[src/inc/pcg_pkg.sv]
// Package for the peripheral clock gate and prescale unit
// Assumes a single system clock domain and a plain register port
package pcg_pkg;
   // Register offsets (word index on the plain port)
   localparam logic [3:0] OFF_GATE3   = 4'h0;
   localparam logic [3:0] OFF_FASTPS  = 4'h1;
   localparam logic [3:0] OFF_SLOWPS  = 4'h2;
   localparam logic [3:0] OFF_PROT    = 4'h3;
   localparam logic [3:0] OFF_PLLRAT  = 4'h4;
   localparam logic [3:0] OFF_STATUS  = 4'h5;
   // Gate register fields
   localparam int         BIT_TMR0    = 8;
   localparam int         NGATE       = 6;
   localparam logic [5:0] GATE_RST    = 6'h27;
   localparam logic [15:0] GATE_MASK  = 16'h3f00;
   // Prescaler and PLL ratio fields
   localparam logic [2:0] FAST_RST    = 3'h1;
   localparam logic [2:0] SLOW_RST    = 3'h2;
   localparam logic [3:0] PLL_RST     = 4'h0;
   localparam logic [15:0] PS_MASK    = 16'h0007;
   localparam logic [15:0] PLL_MASK   = 16'h000f;

   typedef struct packed {
      logic [3:0]  addr;
      logic [15:0] wdata;
      logic        wr;
      logic        rd;
   } pcg_req_t;

   typedef struct packed {
      logic pin_input_clock_on;
      logic ext_memory_if_clock_on;
      logic dma_clock_on;
      logic timer_two_clock_on;
      logic timer_one_clock_on;
      logic timer_zero_clock_on;
   } pcg_gates_t;
endpackage

[src/hdl/pcg_top.sv]
// Peripheral clock gating and prescaling unit
// Assumes mclk is the system clock and the register port is synchronous to it
// What this block does
// - Bit 13 gates pin input logic clock
// - Bit 12 gates external memory interface clock
// - Bit 11 gates DMA clock
// - Bit 10 gates timer two clock
// - Bit 9 gates timer one clock
// - Bit 8 gates timer zero clock
// - Fast prescaler N divides by 2N
// - Fast prescaler resets to one
// - Slow prescaler N divides by 2N
// - Slow prescaler resets to two
// - Prescalers writable only with protected access
// - Four-bit PLL ratio control register
`timescale 1ns/10ps
`default_nettype none
module pcg_top (
   // Clock and reset
   input  wire logic              mclk,
   input  wire logic              nrst,
   // Register port
   input  wire pcg_pkg::pcg_req_t req,
   output logic [15:0]            rdata,
   // Clock enables, divided clocks and PLL ratio towards peripherals
   output pcg_pkg::pcg_gates_t    gates,
   output logic                   fast_periph_clock,
   output logic                   slow_periph_clock,
   output logic [3:0]             pll_ratio
);
   logic [5:0]  gate_q, gate_d;
   logic [2:0]  fast_q, fast_d, slow_q, slow_d;
   logic        prot_q, prot_d;
   logic [3:0]  pll_q, pll_d;
   logic [15:0] rdata_q, rdata_d;
   logic [5:0]  gout_q, gout_d;
   logic [2:0]  fact_q, fact_d, sact_q, sact_d;
   logic [3:0]  fcnt_q, fcnt_d, scnt_q, scnt_d;
   logic        fclk_q, fclk_d, sclk_q, sclk_d;

   localparam int BITHI = pcg_pkg::BIT_TMR0 + pcg_pkg::NGATE - 1;

   // Register file next state
   always_comb begin
      gate_d  = gate_q;
      fast_d  = fast_q;
      slow_d  = slow_q;
      prot_d  = prot_q;
      pll_d   = pll_q;
      rdata_d = 16'h0000;
      if (req.wr) begin
         case (req.addr)
            pcg_pkg::OFF_GATE3:  gate_d = req.wdata[BITHI:pcg_pkg::BIT_TMR0];
            pcg_pkg::OFF_FASTPS: if (prot_q) fast_d = req.wdata[2:0];
            pcg_pkg::OFF_SLOWPS: if (prot_q) slow_d = req.wdata[2:0];
            pcg_pkg::OFF_PROT:   prot_d = req.wdata[0];
            pcg_pkg::OFF_PLLRAT: pll_d = req.wdata[3:0];
            default:             ;
         endcase
      end
      if (req.rd) begin
         case (req.addr)
            pcg_pkg::OFF_GATE3:  rdata_d = {2'h0, gate_q, 8'h00};
            pcg_pkg::OFF_FASTPS: rdata_d = {13'h0000, fast_q};
            pcg_pkg::OFF_SLOWPS: rdata_d = {13'h0000, slow_q};
            pcg_pkg::OFF_PROT:   rdata_d = {15'h0000, prot_q};
            pcg_pkg::OFF_PLLRAT: rdata_d = {12'h000, pll_q};
            pcg_pkg::OFF_STATUS: rdata_d = {6'h00, fclk_q, sclk_q, 2'h0, gout_q};
            default:             rdata_d = 16'h0000;
         endcase
      end
   end

   // Divider next state; ratio changes only at safe boundaries, gate output copies control every cycle
   always_comb begin
      gout_d = gate_q;
      fact_d = fact_q;
      fcnt_d = fcnt_q;
      fclk_d = fclk_q;
      sact_d = sact_q;
      scnt_d = scnt_q;
      sclk_d = sclk_q;
      // Fast clock
      if (fact_q == 3'h0) begin
         fclk_d = 1'b1;
         fact_d = fast_q;
         fcnt_d = 4'h0;
         if (fast_q != 3'h0) fclk_d = 1'b0;
      end else if (fcnt_q == {1'b0, fact_q} - 4'h1) begin
         fcnt_d = 4'h0;
         fclk_d = ~fclk_q;
         if (fclk_q) fact_d = fast_q;
      end else begin
         fcnt_d = fcnt_q + 4'h1;
      end
      // Slow clock
      if (sact_q == 3'h0) begin
         sclk_d = 1'b1;
         sact_d = slow_q;
         scnt_d = 4'h0;
         if (slow_q != 3'h0) sclk_d = 1'b0;
      end else if (scnt_q == {1'b0, sact_q} - 4'h1) begin
         scnt_d = 4'h0;
         sclk_d = ~sclk_q;
         if (sclk_q) sact_d = slow_q;
      end else begin
         scnt_d = scnt_q + 4'h1;
      end
   end

   always_ff @(posedge mclk or negedge nrst) begin
      if (!nrst) begin
         gate_q  <= pcg_pkg::GATE_RST;
         fast_q  <= pcg_pkg::FAST_RST;
         slow_q  <= pcg_pkg::SLOW_RST;
         prot_q  <= 1'b0;
         pll_q   <= pcg_pkg::PLL_RST;
         rdata_q <= 16'h0000;
         gout_q  <= pcg_pkg::GATE_RST;
         fact_q  <= pcg_pkg::FAST_RST;
         fcnt_q  <= 4'h0;
         fclk_q  <= 1'b0;
         sact_q  <= pcg_pkg::SLOW_RST;
         scnt_q  <= 4'h0;
         sclk_q  <= 1'b0;
      end else begin
         gate_q  <= gate_d;
         fast_q  <= fast_d;
         slow_q  <= slow_d;
         prot_q  <= prot_d;
         pll_q   <= pll_d;
         rdata_q <= rdata_d;
         gout_q  <= gout_d;
         fact_q  <= fact_d;
         fcnt_q  <= fcnt_d;
         fclk_q  <= fclk_d;
         sact_q  <= sact_d;
         scnt_q  <= scnt_d;
         sclk_q  <= sclk_d;
      end
   end

   assign rdata             = rdata_q;
   assign gates             = gout_q;
   assign fast_periph_clock = fclk_q;
   assign slow_periph_clock = sclk_q;
   assign pll_ratio         = pll_q;

   // Checks
   a_gate_follows: assert property (@(posedge mclk) disable iff (!nrst)
      gout_q == $past(gate_q)) else $error("gate output lags control");
   a_fast_prot: assert property (@(posedge mclk) disable iff (!nrst)
      (req.wr && req.addr == pcg_pkg::OFF_FASTPS && !prot_q) |=> $stable(fast_q))
      else $error("unprotected fast write taken");
   a_slow_prot: assert property (@(posedge mclk) disable iff (!nrst)
      (req.wr && req.addr == pcg_pkg::OFF_SLOWPS && !prot_q) |=> $stable(slow_q))
      else $error("unprotected slow write taken");
   a_fast_div2: assert property (@(posedge mclk) disable iff (!nrst)
      (fact_q == 3'h1 && fast_q == 3'h1 && $rose(fclk_q)) |=> !fclk_q ##1 fclk_q)
      else $error("fast divide by two wrong");
   a_slow_div4: assert property (@(posedge mclk) disable iff (!nrst)
      (sact_q == 3'h2 && slow_q == 3'h2 && $rose(sclk_q)) |=> sclk_q ##1 !sclk_q)
      else $error("slow divide by four wrong");
   a_fast_high: assert property (@(posedge mclk) disable iff (!nrst)
      (fact_q != 3'h0 && $rose(fclk_q)) |=> fclk_q || $past(fact_q) == 3'h1)
      else $error("fast clock runt pulse");
   a_read_rsvd: assert property (@(posedge mclk) disable iff (!nrst)
      (req.rd && req.addr == pcg_pkg::OFF_GATE3) |=> (rdata_q & ~pcg_pkg::GATE_MASK) == 16'h0)
      else $error("reserved gate bits not zero");
   a_pll_write: assert property (@(posedge mclk) disable iff (!nrst)
      (req.wr && req.addr == pcg_pkg::OFF_PLLRAT) |=> pll_q == $past(req.wdata[3:0]))
      else $error("ratio write lost");
   a_fast_read: assert property (@(posedge mclk) disable iff (!nrst)
      (req.rd && req.addr == pcg_pkg::OFF_FASTPS) |=> rdata_q == {13'h0000, $past(fast_q)})
      else $error("fast prescaler read wrong");

   // Register port checks
   a_gate_write: assert property (@(posedge mclk) disable iff (!nrst)
      (req.wr && req.addr == pcg_pkg::OFF_GATE3)
      |=> gate_q == $past(req.wdata[BITHI:pcg_pkg::BIT_TMR0])) else $error("gate write lost");

   a_gate_hold: assert property (@(posedge mclk) disable iff (!nrst)
      !(req.wr && req.addr == pcg_pkg::OFF_GATE3) |=> $stable(gate_q))
      else $error("gate changed without write");

   a_fast_take: assert property (@(posedge mclk) disable iff (!nrst)
      (req.wr && req.addr == pcg_pkg::OFF_FASTPS && prot_q) |=> fast_q == $past(req.wdata[2:0]))
      else $error("protected fast write lost");

   a_slow_take: assert property (@(posedge mclk) disable iff (!nrst)
      (req.wr && req.addr == pcg_pkg::OFF_SLOWPS && prot_q) |=> slow_q == $past(req.wdata[2:0]))
      else $error("protected slow write lost");

   a_prot_write: assert property (@(posedge mclk) disable iff (!nrst)
      (req.wr && req.addr == pcg_pkg::OFF_PROT) |=> prot_q == $past(req.wdata[0]))
      else $error("access enable write lost");

   a_pll_hold: assert property (@(posedge mclk) disable iff (!nrst)
      !(req.wr && req.addr == pcg_pkg::OFF_PLLRAT) |=> $stable(pll_q))
      else $error("ratio changed without write");

   a_rdata_idle: assert property (@(posedge mclk) disable iff (!nrst)
      !req.rd |=> rdata_q == 16'h0000) else $error("read data without read");

   a_gate_read: assert property (@(posedge mclk) disable iff (!nrst)
      (req.rd && req.addr == pcg_pkg::OFF_GATE3) |=> rdata_q == {2'h0, $past(gate_q), 8'h00})
      else $error("gate read wrong");

   a_slow_read: assert property (@(posedge mclk) disable iff (!nrst)
      (req.rd && req.addr == pcg_pkg::OFF_SLOWPS) |=> rdata_q == {13'h0000, $past(slow_q)})
      else $error("slow prescaler read wrong");

   a_prot_read: assert property (@(posedge mclk) disable iff (!nrst)
      (req.rd && req.addr == pcg_pkg::OFF_PROT) |=> rdata_q == {15'h0000, $past(prot_q)})
      else $error("access enable read wrong");

   a_pll_read: assert property (@(posedge mclk) disable iff (!nrst)
      (req.rd && req.addr == pcg_pkg::OFF_PLLRAT) |=> rdata_q == {12'h000, $past(pll_q)})
      else $error("ratio read wrong");

   a_status_read: assert property (@(posedge mclk) disable iff (!nrst)
      (req.rd && req.addr == pcg_pkg::OFF_STATUS)
      |=> rdata_q == {6'h00, $past(fclk_q), $past(sclk_q), 2'h0, $past(gout_q)})
      else $error("status read wrong");

   a_unmapped_read: assert property (@(posedge mclk) disable iff (!nrst)
      (req.rd && req.addr > pcg_pkg::OFF_STATUS) |=> rdata_q == 16'h0000)
      else $error("unmapped read not zero");

   // Divider checks
   a_fast_zero: assert property (@(posedge mclk) disable iff (!nrst)
      (fact_q == 3'h0 && fast_q == 3'h0) |=> fclk_q) else $error("fast full rate wrong");

   a_slow_zero: assert property (@(posedge mclk) disable iff (!nrst)
      (sact_q == 3'h0 && slow_q == 3'h0) |=> sclk_q) else $error("slow full rate wrong");

   a_slow_high: assert property (@(posedge mclk) disable iff (!nrst)
      (sact_q != 3'h0 && $rose(sclk_q)) |=> sclk_q || $past(sact_q) == 3'h1)
      else $error("slow clock runt pulse");

   a_fast_low: assert property (@(posedge mclk) disable iff (!nrst)
      (fact_q > 3'h1 && $fell(fclk_q)) |=> !fclk_q) else $error("fast clock short low");

   a_slow_low: assert property (@(posedge mclk) disable iff (!nrst)
      (sact_q > 3'h1 && $fell(sclk_q)) |=> !sclk_q) else $error("slow clock short low");

   a_fast_cnt_range: assert property (@(posedge mclk) disable iff (!nrst)
      (fact_q != 3'h0) |-> fcnt_q < {1'b0, fact_q}) else $error("fast count out of range");

   a_slow_cnt_range: assert property (@(posedge mclk) disable iff (!nrst)
      (sact_q != 3'h0) |-> scnt_q < {1'b0, sact_q}) else $error("slow count out of range");

   a_fast_adopt: assert property (@(posedge mclk) disable iff (!nrst)
      (fact_q != 3'h0 && $fell(fclk_q)) |-> fact_q == $past(fast_q))
      else $error("fast ratio not adopted");

   a_slow_adopt: assert property (@(posedge mclk) disable iff (!nrst)
      (sact_q != 3'h0 && $fell(sclk_q)) |-> sact_q == $past(slow_q))
      else $error("slow ratio not adopted");

   // High phase length per ratio
   a_fast_div4: assert property (@(posedge mclk) disable iff (!nrst)
      (fact_q == 3'h2 && $rose(fclk_q)) |=> fclk_q ##1 !fclk_q)
      else $error("fast divide by four wrong");

   a_fast_div6: assert property (@(posedge mclk) disable iff (!nrst)
      (fact_q == 3'h3 && $rose(fclk_q)) |=> fclk_q[*2] ##1 !fclk_q)
      else $error("fast divide by six wrong");

   a_fast_div8: assert property (@(posedge mclk) disable iff (!nrst)
      (fact_q == 3'h4 && $rose(fclk_q)) |=> fclk_q[*3] ##1 !fclk_q)
      else $error("fast divide by eight wrong");

   a_fast_div10: assert property (@(posedge mclk) disable iff (!nrst)
      (fact_q == 3'h5 && $rose(fclk_q)) |=> fclk_q[*4] ##1 !fclk_q)
      else $error("fast divide by ten wrong");

   a_fast_div12: assert property (@(posedge mclk) disable iff (!nrst)
      (fact_q == 3'h6 && $rose(fclk_q)) |=> fclk_q[*5] ##1 !fclk_q)
      else $error("fast divide by twelve wrong");

   a_fast_div14: assert property (@(posedge mclk) disable iff (!nrst)
      (fact_q == 3'h7 && $rose(fclk_q)) |=> fclk_q[*6] ##1 !fclk_q)
      else $error("fast divide by fourteen wrong");

   a_slow_div2: assert property (@(posedge mclk) disable iff (!nrst)
      (sact_q == 3'h1 && $rose(sclk_q)) |=> !sclk_q)
      else $error("slow divide by two wrong");

   a_slow_div6: assert property (@(posedge mclk) disable iff (!nrst)
      (sact_q == 3'h3 && $rose(sclk_q)) |=> sclk_q[*2] ##1 !sclk_q)
      else $error("slow divide by six wrong");

   a_slow_div8: assert property (@(posedge mclk) disable iff (!nrst)
      (sact_q == 3'h4 && $rose(sclk_q)) |=> sclk_q[*3] ##1 !sclk_q)
      else $error("slow divide by eight wrong");

   a_slow_div10: assert property (@(posedge mclk) disable iff (!nrst)
      (sact_q == 3'h5 && $rose(sclk_q)) |=> sclk_q[*4] ##1 !sclk_q)
      else $error("slow divide by ten wrong");

   a_slow_div12: assert property (@(posedge mclk) disable iff (!nrst)
      (sact_q == 3'h6 && $rose(sclk_q)) |=> sclk_q[*5] ##1 !sclk_q)
      else $error("slow divide by twelve wrong");

   a_slow_div14: assert property (@(posedge mclk) disable iff (!nrst)
      (sact_q == 3'h7 && $rose(sclk_q)) |=> sclk_q[*6] ##1 !sclk_q)
      else $error("slow divide by fourteen wrong");
endmodule
`default_nettype wire

[config.mk]
export PLATFORM = sky130hd
export DESIGN_NAME = pcg_top
export DESIGN_NICKNAME = d
export VERILOG_FILES = /design/src/inc/pcg_pkg.sv /design/src/hdl/pcg_top.sv
export SDC_FILE = /design/constraint.sdc
export NUM_CORES = 1
export LEC_CHECK = 0
export BUFFER_PORTS_ARGS = -buffer_cell sky130_fd_sc_hd__clkbuf_2
export CORE_MARGIN = 2
export CORE_UTILIZATION = 45
export DETAILED_ROUTE_END_ITERATION = 7
export PLACE_DENSITY = 0.68
export SYNTH_ARGS = -nofsm -noshare
export SYNTH_HDL_FRONTEND = slang
export SYNTH_SLANG_ARGS = --single-unit
[constraint.sdc]
create_clock -name mclk -period 2.58 [get_ports mclk]
set_input_delay 0.129 -clock mclk [delete_from_list [all_inputs] [get_ports mclk]]
set_output_delay 0.129 -clock mclk [all_outputs]
set_load 0.02 [all_outputs]
* Word level (Yosys, flattened, before mapping)
Cells that the tools add are included.
** Cells by class
- Mux-type cells :: 18
- Bitwise gates (word level) :: 2
- Reduce and logical (&&, ||, !) cells :: 16
- Add/subtract/negate cells :: 4
- Equal/unequal tests :: 7
** Operators by type and width (number)
- $pmux W14 S6 :: 1
- $mux W3 :: 6
- $mux W4 :: 4
- $mux W14 :: 1
- $reduce_and A2 Y1 :: 5
- $add A4 B1 Y4 const B :: 2
- $eq A4 B2 Y1 const B :: 2
- $eq A4 B3 Y1 const B :: 2
- $eq A4 B4 Y1 :: 2
- $reduce_bool A2 Y1 :: 4
- $sub A3 B1 Y4 const B :: 2
- $logic_not A3 Y1 :: 2
- $mux W1 :: 6
- $reduce_and A3 Y1 :: 2
- $reduce_bool A3 Y1 :: 2
- $eq A4 B1 Y1 const B :: 1
- $logic_not A4 Y1 :: 1
- $not A1 Y1 :: 2
** Word-level totals
- Bits of input ports :: 24
- Logic and storage cells :: 60
- Register bits :: 55
- Output and inout bits :: 28

* Logic depth before layout (Yosys ltp)
Gate-level depths: netlist of the first run.
- Depth after elaboration :: 4
- Depth in mapped cells :: 7
- Depth with buffers taken out :: 7

* Worst setup path after synthesis of the first run
No wires, ideal clock.
- Path kind :: register -> register
- Start point :: reg sact_q[1]
- End point :: reg sact_q[0]
- Arrival time :: 1783 ps
- Path buffers :: 0
- Path slack :: 669 ps
- Library setup time :: 128 ps
- Period minus slack after synthesis :: 1911 ps
- Cell stages (with the launch flop) :: 8
- Required time :: 2452 ps
- Cells stage by stage :: dfstp_2 > inv_1 > ha_1 > xnor2_2 > nor4bb_4 > nor2_2 > o21ai_2 > mux2_1
** Between the ends
- Cells in the longest elaborated chain, start to end :: 4
- Elaborated cells on any way between the ends :: 7
- Classes of those cells :: add/sub (1); eq/ne (1); mux (1); reduce/logical (4)
** RTL lines
- from (decl) :: RTL line pcg_top.sv:37 : logic [2:0] fact_q, fact_d, sact_q, sact_d;
- from (signal assigned) :: RTL line pcg_top.sv:123 : sact_q <= pcg_pkg::SLOW_RST;
- from (signal assigned) :: RTL line pcg_top.sv:137 : sact_q <= sact_d;
- $sub A3 B1 Y4 :: RTL line pcg_top.sv:102 : end else if (scnt_q == {1'b0, sact_q} - 4'h1) begin
- $eq A4 B4 Y1 :: RTL line pcg_top.sv:102
- $reduce_bool A2 Y1 (no line)
- $reduce_and A2 Y1 (no line)
Several ways; a longest one is shown, not always the timed one.
A chain may end at the register's enable or synchronous reset.

* Final worst setup path of the first run
Ends and elaborated chain as after synthesis.

==> results.py, run 1 <==
metrics = {
    "run_status": {
        "status": "finished clean",
    },
    "sta": {
        "drv_slew": 0,
        "worst_slew_pin_slew_ps": 612,
        "rsz0062_at_grt": "no",
        "setup_viol": 0,
        "slew_headroom_pct": 59.2,
        "tns_ps": 0,
        "period_needed_ps": 2050,
        "hold_viol": 0,
        "fmax_mhz": 488,
        "period_share_pct": 79.5,
        "clock_skew_ps": 5.35,
    },
    "drt": {
        "num_vias": 1559,
        "dr.pass1.iters": 4,
        "initialDrtViolationCount": 123,
        "wl_um": 4240,
        "route.detailed.drc": 0,
        "drtAntennaViolNets": 0,
        "wl_per_cell_um": 13.9,
        "vias_per_cell": 5.11,
    },
    "setup_path": {
        "end_kind": "flip-flop",
        "r2r-start": "sact_q[1]",
        "cp_data_required_time_ps": 2760,
        "r2r-end": "sact_q[0]",
        "crit_fanout": 4,
        "crit_start": "sact_q[1]",
        "cp.arrival_ps": 2230,
        "rr_worst_depth": 7,
        "cp-endpoint": "sact_q[0]",
        "startpoint_type": "flip-flop",
        "worstSetupPathType": "flip-flop to flip-flop",
        "rrSetupSlack_ps": 530,
    },
    "synthesis": {
        "ys_ff_latch": 51,
        "netlist.area_leader.share_pct": 41.2,
        "syn_area_sq_um": 2370,
        "synth-edff-count": 0,
        "yosys_warnings": 0,
        "synth_area_leaders": "dfrtp_1 41%, dfstp_2 13%, mux2_2 5.7%",
        "synth_area_leader_cell": "dfrtp_1",
        "synthDistinctLibCells": 44,
        "yosys_most_used_dff": "dfrtp_1",
        "async_flop_share_pct": 100,
        "yosysSeqAreaShare_pct": 54.5,
        "postSynthAreaPerCell_sq_um": 12.6,
        "synth_cells": 188,
    },
    "final_layout": {
        "num_antenna_cells": 0,
        "nets": 264,
        "area_delta_synth_final_pct": 17.2,
        "layout-drive-gt1-share_pct": 37.9,
    },
    "grt": {
        "gr-total-overflow": 0,
        "grt_antenna_before_repair": 0,
        "grt_pass1_wl_um": 7490,
        "grt_pass1_vias": 1549,
        "grt_usage_pct": 16.1,
        "grt_max_degree": 52,
    },
    "cts": {
        "clkLatencyLatePin_ps": 300,
        "cts_num_sinks": 51,
        "cts_max_path_buffers": 2,
        "cts_tree": "done",
        "cts_made_buffers": 5,
        "cts_root_buf": "clkbuf_8",
        "clk_pin_slew_ps": 90,
        "ctsResizeCount": 0,
        "h-tree-depth": 2,
    },
    "floorplan": {
        "dieArea_sq_um": 5860,
        "start_util_pct": 46.4,
        "coreArea_sq_um": 5110,
        "die_w_um": 76.6,
        "rows": 26,
        "num_io_pins": 52,
        "die_h_um": 76.6,
    },
    "placement": {
        "gp_congestion": 0.832,
        "io_buffers": 41,
        "dpl.hpwl_um": 3140,
    },
    "pwr": {
        "p_per_area_nw_per_um2": 1000,
        "irDropWorstVdd_mv": 0.538,
        "power.leakage_nw": 1.35,
        "power_mw": 2.79,
    },
    "min_path": {
        "worstHoldPathType": "input port to flip-flop",
    },
    "flow_run": {
        "maxCapViolations": 0,
    },
}
critical path, stage by stage, from the launching register on:
cell,delay [ps]
dfstp_2,560
inv_1,60
ha_1,200
xnor2_2,200
nor4bb_4,300
nor2_2,80
o21ai_2,200
mux2_1,340
worst min path at each step:
stage / from / end / slack, ps / cells past startpoint
floorplan: nrst / fact_q[1] / -170 / 0
global placement: nrst / fcnt_q[3] / 270 / 2
detailed placement: nrst / fcnt_q[3] / 280 / 2
CTS: req[13] / gate_q[3] / 50 / 2
global route: req[12] / gate_q[2] / 30 / 2
finish: req[12] / gate_q[2] / 60 / 2
area by class of cell:
| class | instances | area [sq um] |
|---|---|---|
| fillers | 454 | 2330 |
| flip-flops and latches | 51 | 1290 |
| multi-input cells | 128 | 1020 |
| repair buffers | 43 | 223 |
| well taps | 70 | 87.6 |
| clock buffers | 6 | 72.6 |
| clock inverters | 2 | 60.1 |
| inverters | 5 | 18.8 |
cell families after synthesis:
group / synth area share (%)
compound gates: 6.76
xor+xnor: 5.12
fa+ha+maj: 3.17
buf+inv: 2.80
flops: 54.5
mux: 12.3
other cells: 0.158
simple gates: 15.2
what timing repair did:
action,CTS,global route
hold buffers,1,0
setup buffers,0,0
hold endpoints to repair,39,0
Yosys cell counts (2+ instances only):
library cell and n:
a22oi_1 3, mux2_4 6, buf_4 5, nand3_1 4, xnor2_1 6, buf_2 2
nor4_1 2, a21oi_1 5, nor2_1 15, nor3_1 4, inv_1 5, nand2b_1 3
o21ai_2 3, and3_1 8, nor2b_1 3, mux2_2 12, a22o_1 3, dfstp_2 12
nand4_1 3, mux2_1 5, nand2_1 6, nand3b_1 2, ha_1 6, dfrtp_1 39
xor2_1 6, or3_1 2
power by group:
group	switching (mW)	internal [mW]	leakage [nW]
Clock	0.250	0.387	0.0654
Combinational	0.486	0.450	0.655
Sequential	0.193	1.02	0.633
routing by layer:
layer  vias up  track usage (%)  part of all wire (%)
li1        752                -                     -
met1       761             22.7                    49
met2        40             23.9                    45
met3         6             4.38                   4.6
met4         0             5.82                   1.4
met5         -                0                     0
registers in the layout, indices dropped and copies added, names as in the netlist, 4 cells and up:
name and flops:
rdata 12, gate_q 6, gates 6, fcnt_q 4, pll_ratio 4, scnt_q 4
through the flow:
| step | hold WS (ps) | util [%] | cell area [sq um] | instances | setup WS, ps |
|---|---|---|---|---|---|
| floorplan | -167 | - | 2380 | 191 | 669 |
| global placement | 272 | 51.5 | 2630 | 296 | 547 |
| detailed placement | 277 | 51.5 | 2630 | 296 | 535 |
| CTS | 49.3 | 54.3 | 2780 | 305 | 511 |
| global route | 34.1 | 54.3 | 2780 | 305 | 399 |
| finish | 55.6 | 54.3 | 2780 | 305 | 529 |
cells in the final DEF (no fill, tap or decap), drive strengths merged:
| cell type | netlist | final |
|---|---|---|
| xor2 | 6 | 6 |
| dfrtp | 39 | 39 |
| or3 | 2 | 2 |
| o21a | 1 | 1 |
| clkbuf | 0 | 47 |
| or2b | 1 | 1 |
| o31ai | 1 | 1 |
| nor4bb | 1 | 1 |
| conb | 1 | 4 |
| ha | 6 | 6 |
| nor2 | 16 | 16 |
| nand2 | 7 | 7 |
| nor4 | 3 | 3 |
| nor3b | 1 | 1 |
| a21oi | 5 | 5 |
| buf | 7 | 1 |
| nand2b | 3 | 3 |
| mux2i | 1 | 1 |
| nor3 | 5 | 5 |
| and3 | 8 | 8 |
| bufinv | 0 | 2 |
| xnor2 | 7 | 7 |
| a22oi | 3 | 3 |
| a22o | 3 | 3 |
| o21ai | 4 | 4 |
| nand3 | 4 | 4 |
| a21o | 1 | 1 |
| nor2b | 3 | 3 |
| o21bai | 1 | 1 |
| dfstp | 12 | 12 |
| nand4 | 3 | 3 |
| nand3b | 2 | 2 |
| o2111ai | 1 | 1 |
| dlygate4sd3 | 0 | 1 |
| a31oi | 1 | 1 |
| mux2 | 23 | 23 |
| inv | 5 | 5 |
| a222oi | 1 | 1 |
(Power assumes the default switching activity.)
==> run 2, diff against run 1 <==
==> constraint.sdc (replaced) <==
create_clock -name mclk -period 2.05 [get_ports mclk]
set_input_delay 0.1025 -clock mclk [delete_from_list [all_inputs] [get_ports mclk]]
set_output_delay 0.1025 -clock mclk [all_outputs]
set_load 0.02 [all_outputs]
==> run 2 against run 1 <==
  * Die area unchanged
  * First-iteration DRC count decreased by 51%
  * Core utilization increased by 0.37 points
  * Highest routed layer unchanged
  * Critical endpoint is now sact_q[1]
==> results.py, run 2 (same netlist as run 1, synthesis figures left out) <==
metrics = {
    "drt": {
        "dr.pass1.iters": 4,
        "initialDrtViolationCount": 60,
        "num_vias": 1541,
        "drtAntennaViolNets": 0,
        "wl_um": 4370,
        "route.detailed.drc": 0,
        "wl_per_cell_um": 14.1,
        "vias_per_cell": 4.99,
    },
    "floorplan": {
        "rows": 26,
        "start_util_pct": 46.4,
        "die_h_um": 76.6,
        "num_io_pins": 52,
        "coreArea_sq_um": 5110,
        "dieArea_sq_um": 5860,
        "die_w_um": 76.6,
    },
    "grt": {
        "grt_pass1_vias": 1568,
        "grt_antenna_before_repair": 0,
        "grt_pass1_wl_um": 7470,
        "grt_max_degree": 52,
        "grt_usage_pct": 16.3,
        "gr-total-overflow": 0,
    },
    "setup_path": {
        "path_cells": "inv_1, ha_2, xnor2_2, nor4bb_4, nor2_2, o21ai_2, mux2_1",
        "slowest_delay_ps": 560,
        "critical_path.top_delay_family": "flip-flops",
        "crit_fanout": 4,
        "crit_buf_inv": 1,
        "cp_data_required_time_ps": 2280,
        "cp.arrival_ps": 2200,
        "cpMaxStageDelayCell": "dfstp_2",
        "worstSetupPathType": "flip-flop to flip-flop",
        "end_kind": "flip-flop",
        "startpoint_type": "flip-flop",
    },
    "cts": {
        "clkLatencyLatePin_ps": 310,
        "h-tree-depth": 2,
        "cts_made_buffers": 5,
        "cts_num_sinks": 51,
        "cts_root_buf": "clkbuf_8",
        "clk_pin_slew_ps": 100,
        "cts_tree": "done",
        "cts_max_path_buffers": 2,
    },
    "final_layout": {
        "utilization_pct": 54.7,
        "final_cell_count_no_fill": 309,
        "area_delta_synth_final_pct": 18.0,
        "n_fill_cell": 455,
        "nets": 268,
        "final_cell_mix": "41 x clkbuf_2, 39 x dfrtp_1, 15 x nor2_1, 12 x mux2_2, 12 x dfstp_2",
        "finish.instance_area_sq_um": 2790,
        "layout_commonest_cell": "clkbuf_2",
        "layout-drive-gt1-share_pct": 40.2,
        "largest_register_ffs": 12,
        "num_antenna_cells": 0,
    },
    "sta": {
        "clock_skew_ps": 10.2,
        "whs_ps": 18.4,
        "setup_viol": 0,
        "setup_ws_ps": 82.1,
        "period_needed_ps": 1970,
        "period_share_pct": 96.0,
        "worst_slew_pin_slew_ps": 605,
        "fmax_mhz": 508,
        "hold_viol": 0,
        "slew_headroom_pct": 59.6,
        "drv_slew": 0,
    },
    "flow_run": {
        "maxCapViolations": 0,
    },
    "placement": {
        "io_buffers": 41,
        "place_area_sq_um": 2660,
        "dp_cells": 299,
        "place_ws_ps": 38.8,
        "dpl.hpwl_um": 3180,
        "gp_congestion": 0.827,
    },
    "pwr": {
        "p_per_area_nw_per_um2": 1240,
        "irDropWorstVdd_mv": 0.712,
        "power.leakage_nw": 1.36,
    },
    "min_path": {
        "worstHoldPathType": "input port to flip-flop",
    },
    "run_status": {
        "status": "finished clean",
    },
}
==> run 2: changes by cell type in the layout (fill, tap and decap cells not counted), sizes merged <==
| cell | delta |
|---|---|
| bufinv | -1 |
| clkinvlp | +1 |
| buf | +4 |
| inv | +1 |
| clkbuf | -1 |
==> run 2: report_power, final <==
group / leakage, nW / internal, mW / switching, mW
Combinational: 0.676 / 0.604 / 0.644
Clock: 0.0548 / 0.368 / 0.335
Sequential: 0.633 / 1.28 / 0.229
Total: 1.36 / 2.26 / 1.21
==> run 2: layout make-up <==
type                            count  area (sq um)  area share [%]
Sequential cell                    51          1290            46.2
Multi-Input combinational cell    128          1030            36.8
Timing Repair Buffer               47           253            9.05
Tap cell                           70          87.6            3.13
Clock buffer                        5          68.8            2.46
Clock inverter                      3          46.3            1.66
Inverter                            5          18.8           0.672
==> run 2: worst reg2reg max path: cells and delay by family (launching register included) <==
family | cells | cell delay, ps
multiplexers | 1 | 350
AO/OA/AOI/OAI | 1 | 200
XOR/XNOR | 1 | 200
flip-flops | 1 | 560
AND/OR/NAND/NOR | 2 | 360
buffers and inverters | 1 | 60
adder cells (fa/ha/maj) | 1 | 180
==> run 2: final timing paths <==
kind / slack [ps] / start / cells past startpoint / end
max reg2reg: 80 / sact_q[1] / 7 / sact_q[1]
max: 80 / sact_q[1] / 7 / sact_q[1]
min in group asynchronous: 420 / nrst / 3 / fcnt_q[3]
min: 20 / req[10] / 2 / gate_q[0]
min reg2reg: 380 / gate_q[2] / 0 / gates[2]
max in group asynchronous: 1210 / nrst / 3 / scnt_q[3]
==> run 2: repair_timing <==
action	in CTS	in global routing
endpoints found under the hold margin	39	0
setup endpoints to repair	0	4
resized for setup	0	2
hold buffers	1	0
setup buffers	0	1
==> run 2: stage by stage <==
stage | TNS (ps) | total power, mW
global placement | 0 | 2.73
global route | -20.0 | 3.73
finish | 0 | 3.46
CTS | 0 | 3.48
detailed placement | 0 | 2.76
floorplan | 0 | 2.44
==> run 2: per-layer routing <==
metal  track usage, %  routed length, um  part of all wire, %
met5                0                  0                    0
met4             5.45                 61                  1.4
met3             4.38                163                  3.7
met2             25.0               2000                   46
met1             22.5               2150                   49
==> run 3, diff against run 2 <==
--- a/config.mk
+++ b/config.mk
@@ -5,11 +5,10 @@
 export SDC_FILE = /design/constraint.sdc
 export NUM_CORES = 1
 export LEC_CHECK = 0
-export BUFFER_PORTS_ARGS = -buffer_cell sky130_fd_sc_hd__clkbuf_2
 export CORE_MARGIN = 2
 export CORE_UTILIZATION = 45
 export DETAILED_ROUTE_END_ITERATION = 7
-export PLACE_DENSITY = 0.68
+export DONT_BUFFER_PORTS = 1
 export SYNTH_ARGS = -nofsm -noshare
 export SYNTH_HDL_FRONTEND = slang
 export SYNTH_SLANG_ARGS = --single-unit
==> run 3 against run 2 <==
  * Core utilization shrank 1.5 points
  * Count of clock-buffer cells in the layout is the same
  * Flip-flop and latch count is the same
  * Sequential power grew 7%
  * First-iteration DRC count shrank 10%
  * Cell area shrank 2.7%
  * Critical path depth is the same
  * Cell count shrank 9.1%
  * Clock skew shrank 5.5 ps
  * Register-to-register slack lost 50 ps
  * Fmax shrank 2.5%
  * Die area is the same
  * Critical path type unchanged
  * Critical endpoint is now sact_q[0]
==> results.py, run 3 (same netlist as run 1, synthesis figures left out) <==
metrics = {
    "pwr": {
        "p_per_area_nw_per_um2": 1230,
        "irDropWorstVdd_mv": 0.676,
        "power.leakage_nw": 1.24,
        "power_mw": 3.35,
    },
    "drt": {
        "drtAntennaViolNets": 0,
        "wl_um": 4660,
        "initialDrtViolationCount": 54,
        "vias_per_cell": 5.25,
        "num_vias": 1474,
        "dr.pass1.iters": 5,
        "wl_per_cell_um": 16.6,
        "route.detailed.drc": 0,
    },
    "grt": {
        "grt_pass1_vias": 1578,
        "gr-total-overflow": 0,
        "grt_max_degree": 52,
        "grt_usage_pct": 17.4,
        "grt_antenna_before_repair": 0,
        "grt_pass1_wl_um": 7960,
    },
    "cts": {
        "clk_pin_slew_ps": 100,
        "cts_tree": "done",
        "cts_num_sinks": 51,
        "cts_max_path_buffers": 2,
        "cts_root_buf": "clkbuf_8",
        "clkLatencyLatePin_ps": 300,
        "h-tree-depth": 2,
        "cts_made_buffers": 5,
    },
    "final_layout": {
        "area_delta_synth_final_pct": 14.7,
        "n_fill_cell": 462,
        "multi_input_area_sq_um": 1030,
        "seq_area_sq_um": 1290,
        "nets": 240,
        "largest_register_ffs": 12,
        "num_antenna_cells": 0,
        "layout_commonest_cell": "dfrtp_1",
        "layout-drive-gt1-share_pct": 26.1,
        "final_cell_mix": "39 x dfrtp_1, 15 x nor2_1, 13 x dlygate4sd3_1, 12 x mux2_2, 12 x dfstp_2",
    },
    "sta": {
        "setup_ws_ps": 30.8,
        "slew_headroom_pct": 66.0,
        "period_share_pct": 98.5,
        "period_needed_ps": 2020,
        "hold_viol": 0,
        "worst_slew_pin_slew_ps": 507,
        "fmax_mhz": 495,
        "drv_slew": 0,
        "rsz0062_at_grt": "yes",
        "clock_skew_ps": 4.75,
        "setup_viol": 0,
    },
    "setup_path": {
        "cp_data_required_time_ps": 2240,
        "cp.arrival_ps": 2210,
        "path_cells": "inv_1, ha_1, xnor2_2, nor4bb_4, nor2_2, o21ai_2, mux2_1",
        "cpMaxStageDelayCell": "dfstp_2",
        "worstSetupPathType": "flip-flop to flip-flop",
        "startpoint_type": "flip-flop",
        "slowest_delay_ps": 540,
        "end_kind": "flip-flop",
        "crit_fanout": 3,
    },
    "floorplan": {
        "num_io_pins": 52,
        "rows": 26,
        "die_w_um": 76.6,
        "dieArea_sq_um": 5860,
        "coreArea_sq_um": 5110,
        "start_util_pct": 46.4,
        "die_h_um": 76.6,
    },
    "flow_run": {
        "maxCapViolations": 0,
    },
    "placement": {
        "place_ws_ps": 0.455,
        "io_buffers": 0,
        "dpl.hpwl_um": 3400,
        "gp_congestion": 0.841,
    },
    "min_path": {
        "worstHoldPathType": "input port to flip-flop",
    },
    "run_status": {
        "status": "finished clean",
    },
}
run 3: path summary, 6_finish.rpt:
path | startpoint | endpoint | slack (ps) | cells past startpoint
setup reg to reg | sact_q[1] | sact_q[0] | 30 | 7
setup / recovery | sact_q[1] | sact_q[0] | 30 | 7
hold reg to reg | gate_q[5] | gates[5] | 380 | 0
hold / removal | req[19] | prot_q | 40 | 2
max in group asynchronous | nrst | fact_q[0] | 1460 | 2
min in group asynchronous | nrst | fcnt_q[3] | 300 | 2
run 3: routing by layer:
| layer | wire length (um) | GRT usage, % | vias up |
|---|---|---|---|
| met5 | 0 | 0 | - |
| met4 | 23 | 4.36 | 0 |
| met3 | 262 | 5.45 | 2 |
| met2 | 2430 | 29.8 | 36 |
| met1 | 1950 | 21.3 | 735 |
| li1 | - | - | 701 |
run 3: where the power goes:
group          internal [mW]  switching, mW
Clock                  0.251          0.342
Combinational          0.593          0.540
Sequential              1.28          0.336
run 3: critical path, delay by kind of cell, from the launching register on:
family	cells	cell delay (ps)
simple gates	2	360
buf+inv	1	50
compound gates	1	180
flops	1	540
xor+xnor	1	240
fa+ha+maj	1	210
mux	1	340
run 3: cell type report:
class,instances,area share (%)
inverters,5,0.691
repair buffers,19,7.18
flip-flops and latches,51,47.5
multi-input cells,128,37.9
well taps,70,3.22
clock buffers,5,2.53
clock inverters,3,0.967
run 3: stage by stage:
stage / std cells / setup TNS, ps / area (sq um) / util, % / hold slack, ps
2_1_floorplan: 191 / 0 / 2380 / - / -193
3_3_place_gp: 256 / 0 / 2430 / 47.7 / -192
3_5_place_dp: 256 / 0 / 2430 / 47.7 / -192
4_1_cts: 279 / 0 / 2700 / 52.8 / 25.9
5_1_grt: 281 / -61.7 / 2720 / 53.2 / 23.3
6_report: 281 / 0 / 2720 / 53.2 / 35.9
run 3: repair_timing:
item | CTS | global route
setup buffers | 1 | 2
pin swaps | 0 | 3
hold endpoints to repair | 75 | 0
endpoints found under the setup margin | 1 | 6
hold buffers | 14 | 0
gates resized for setup | 0 | 1
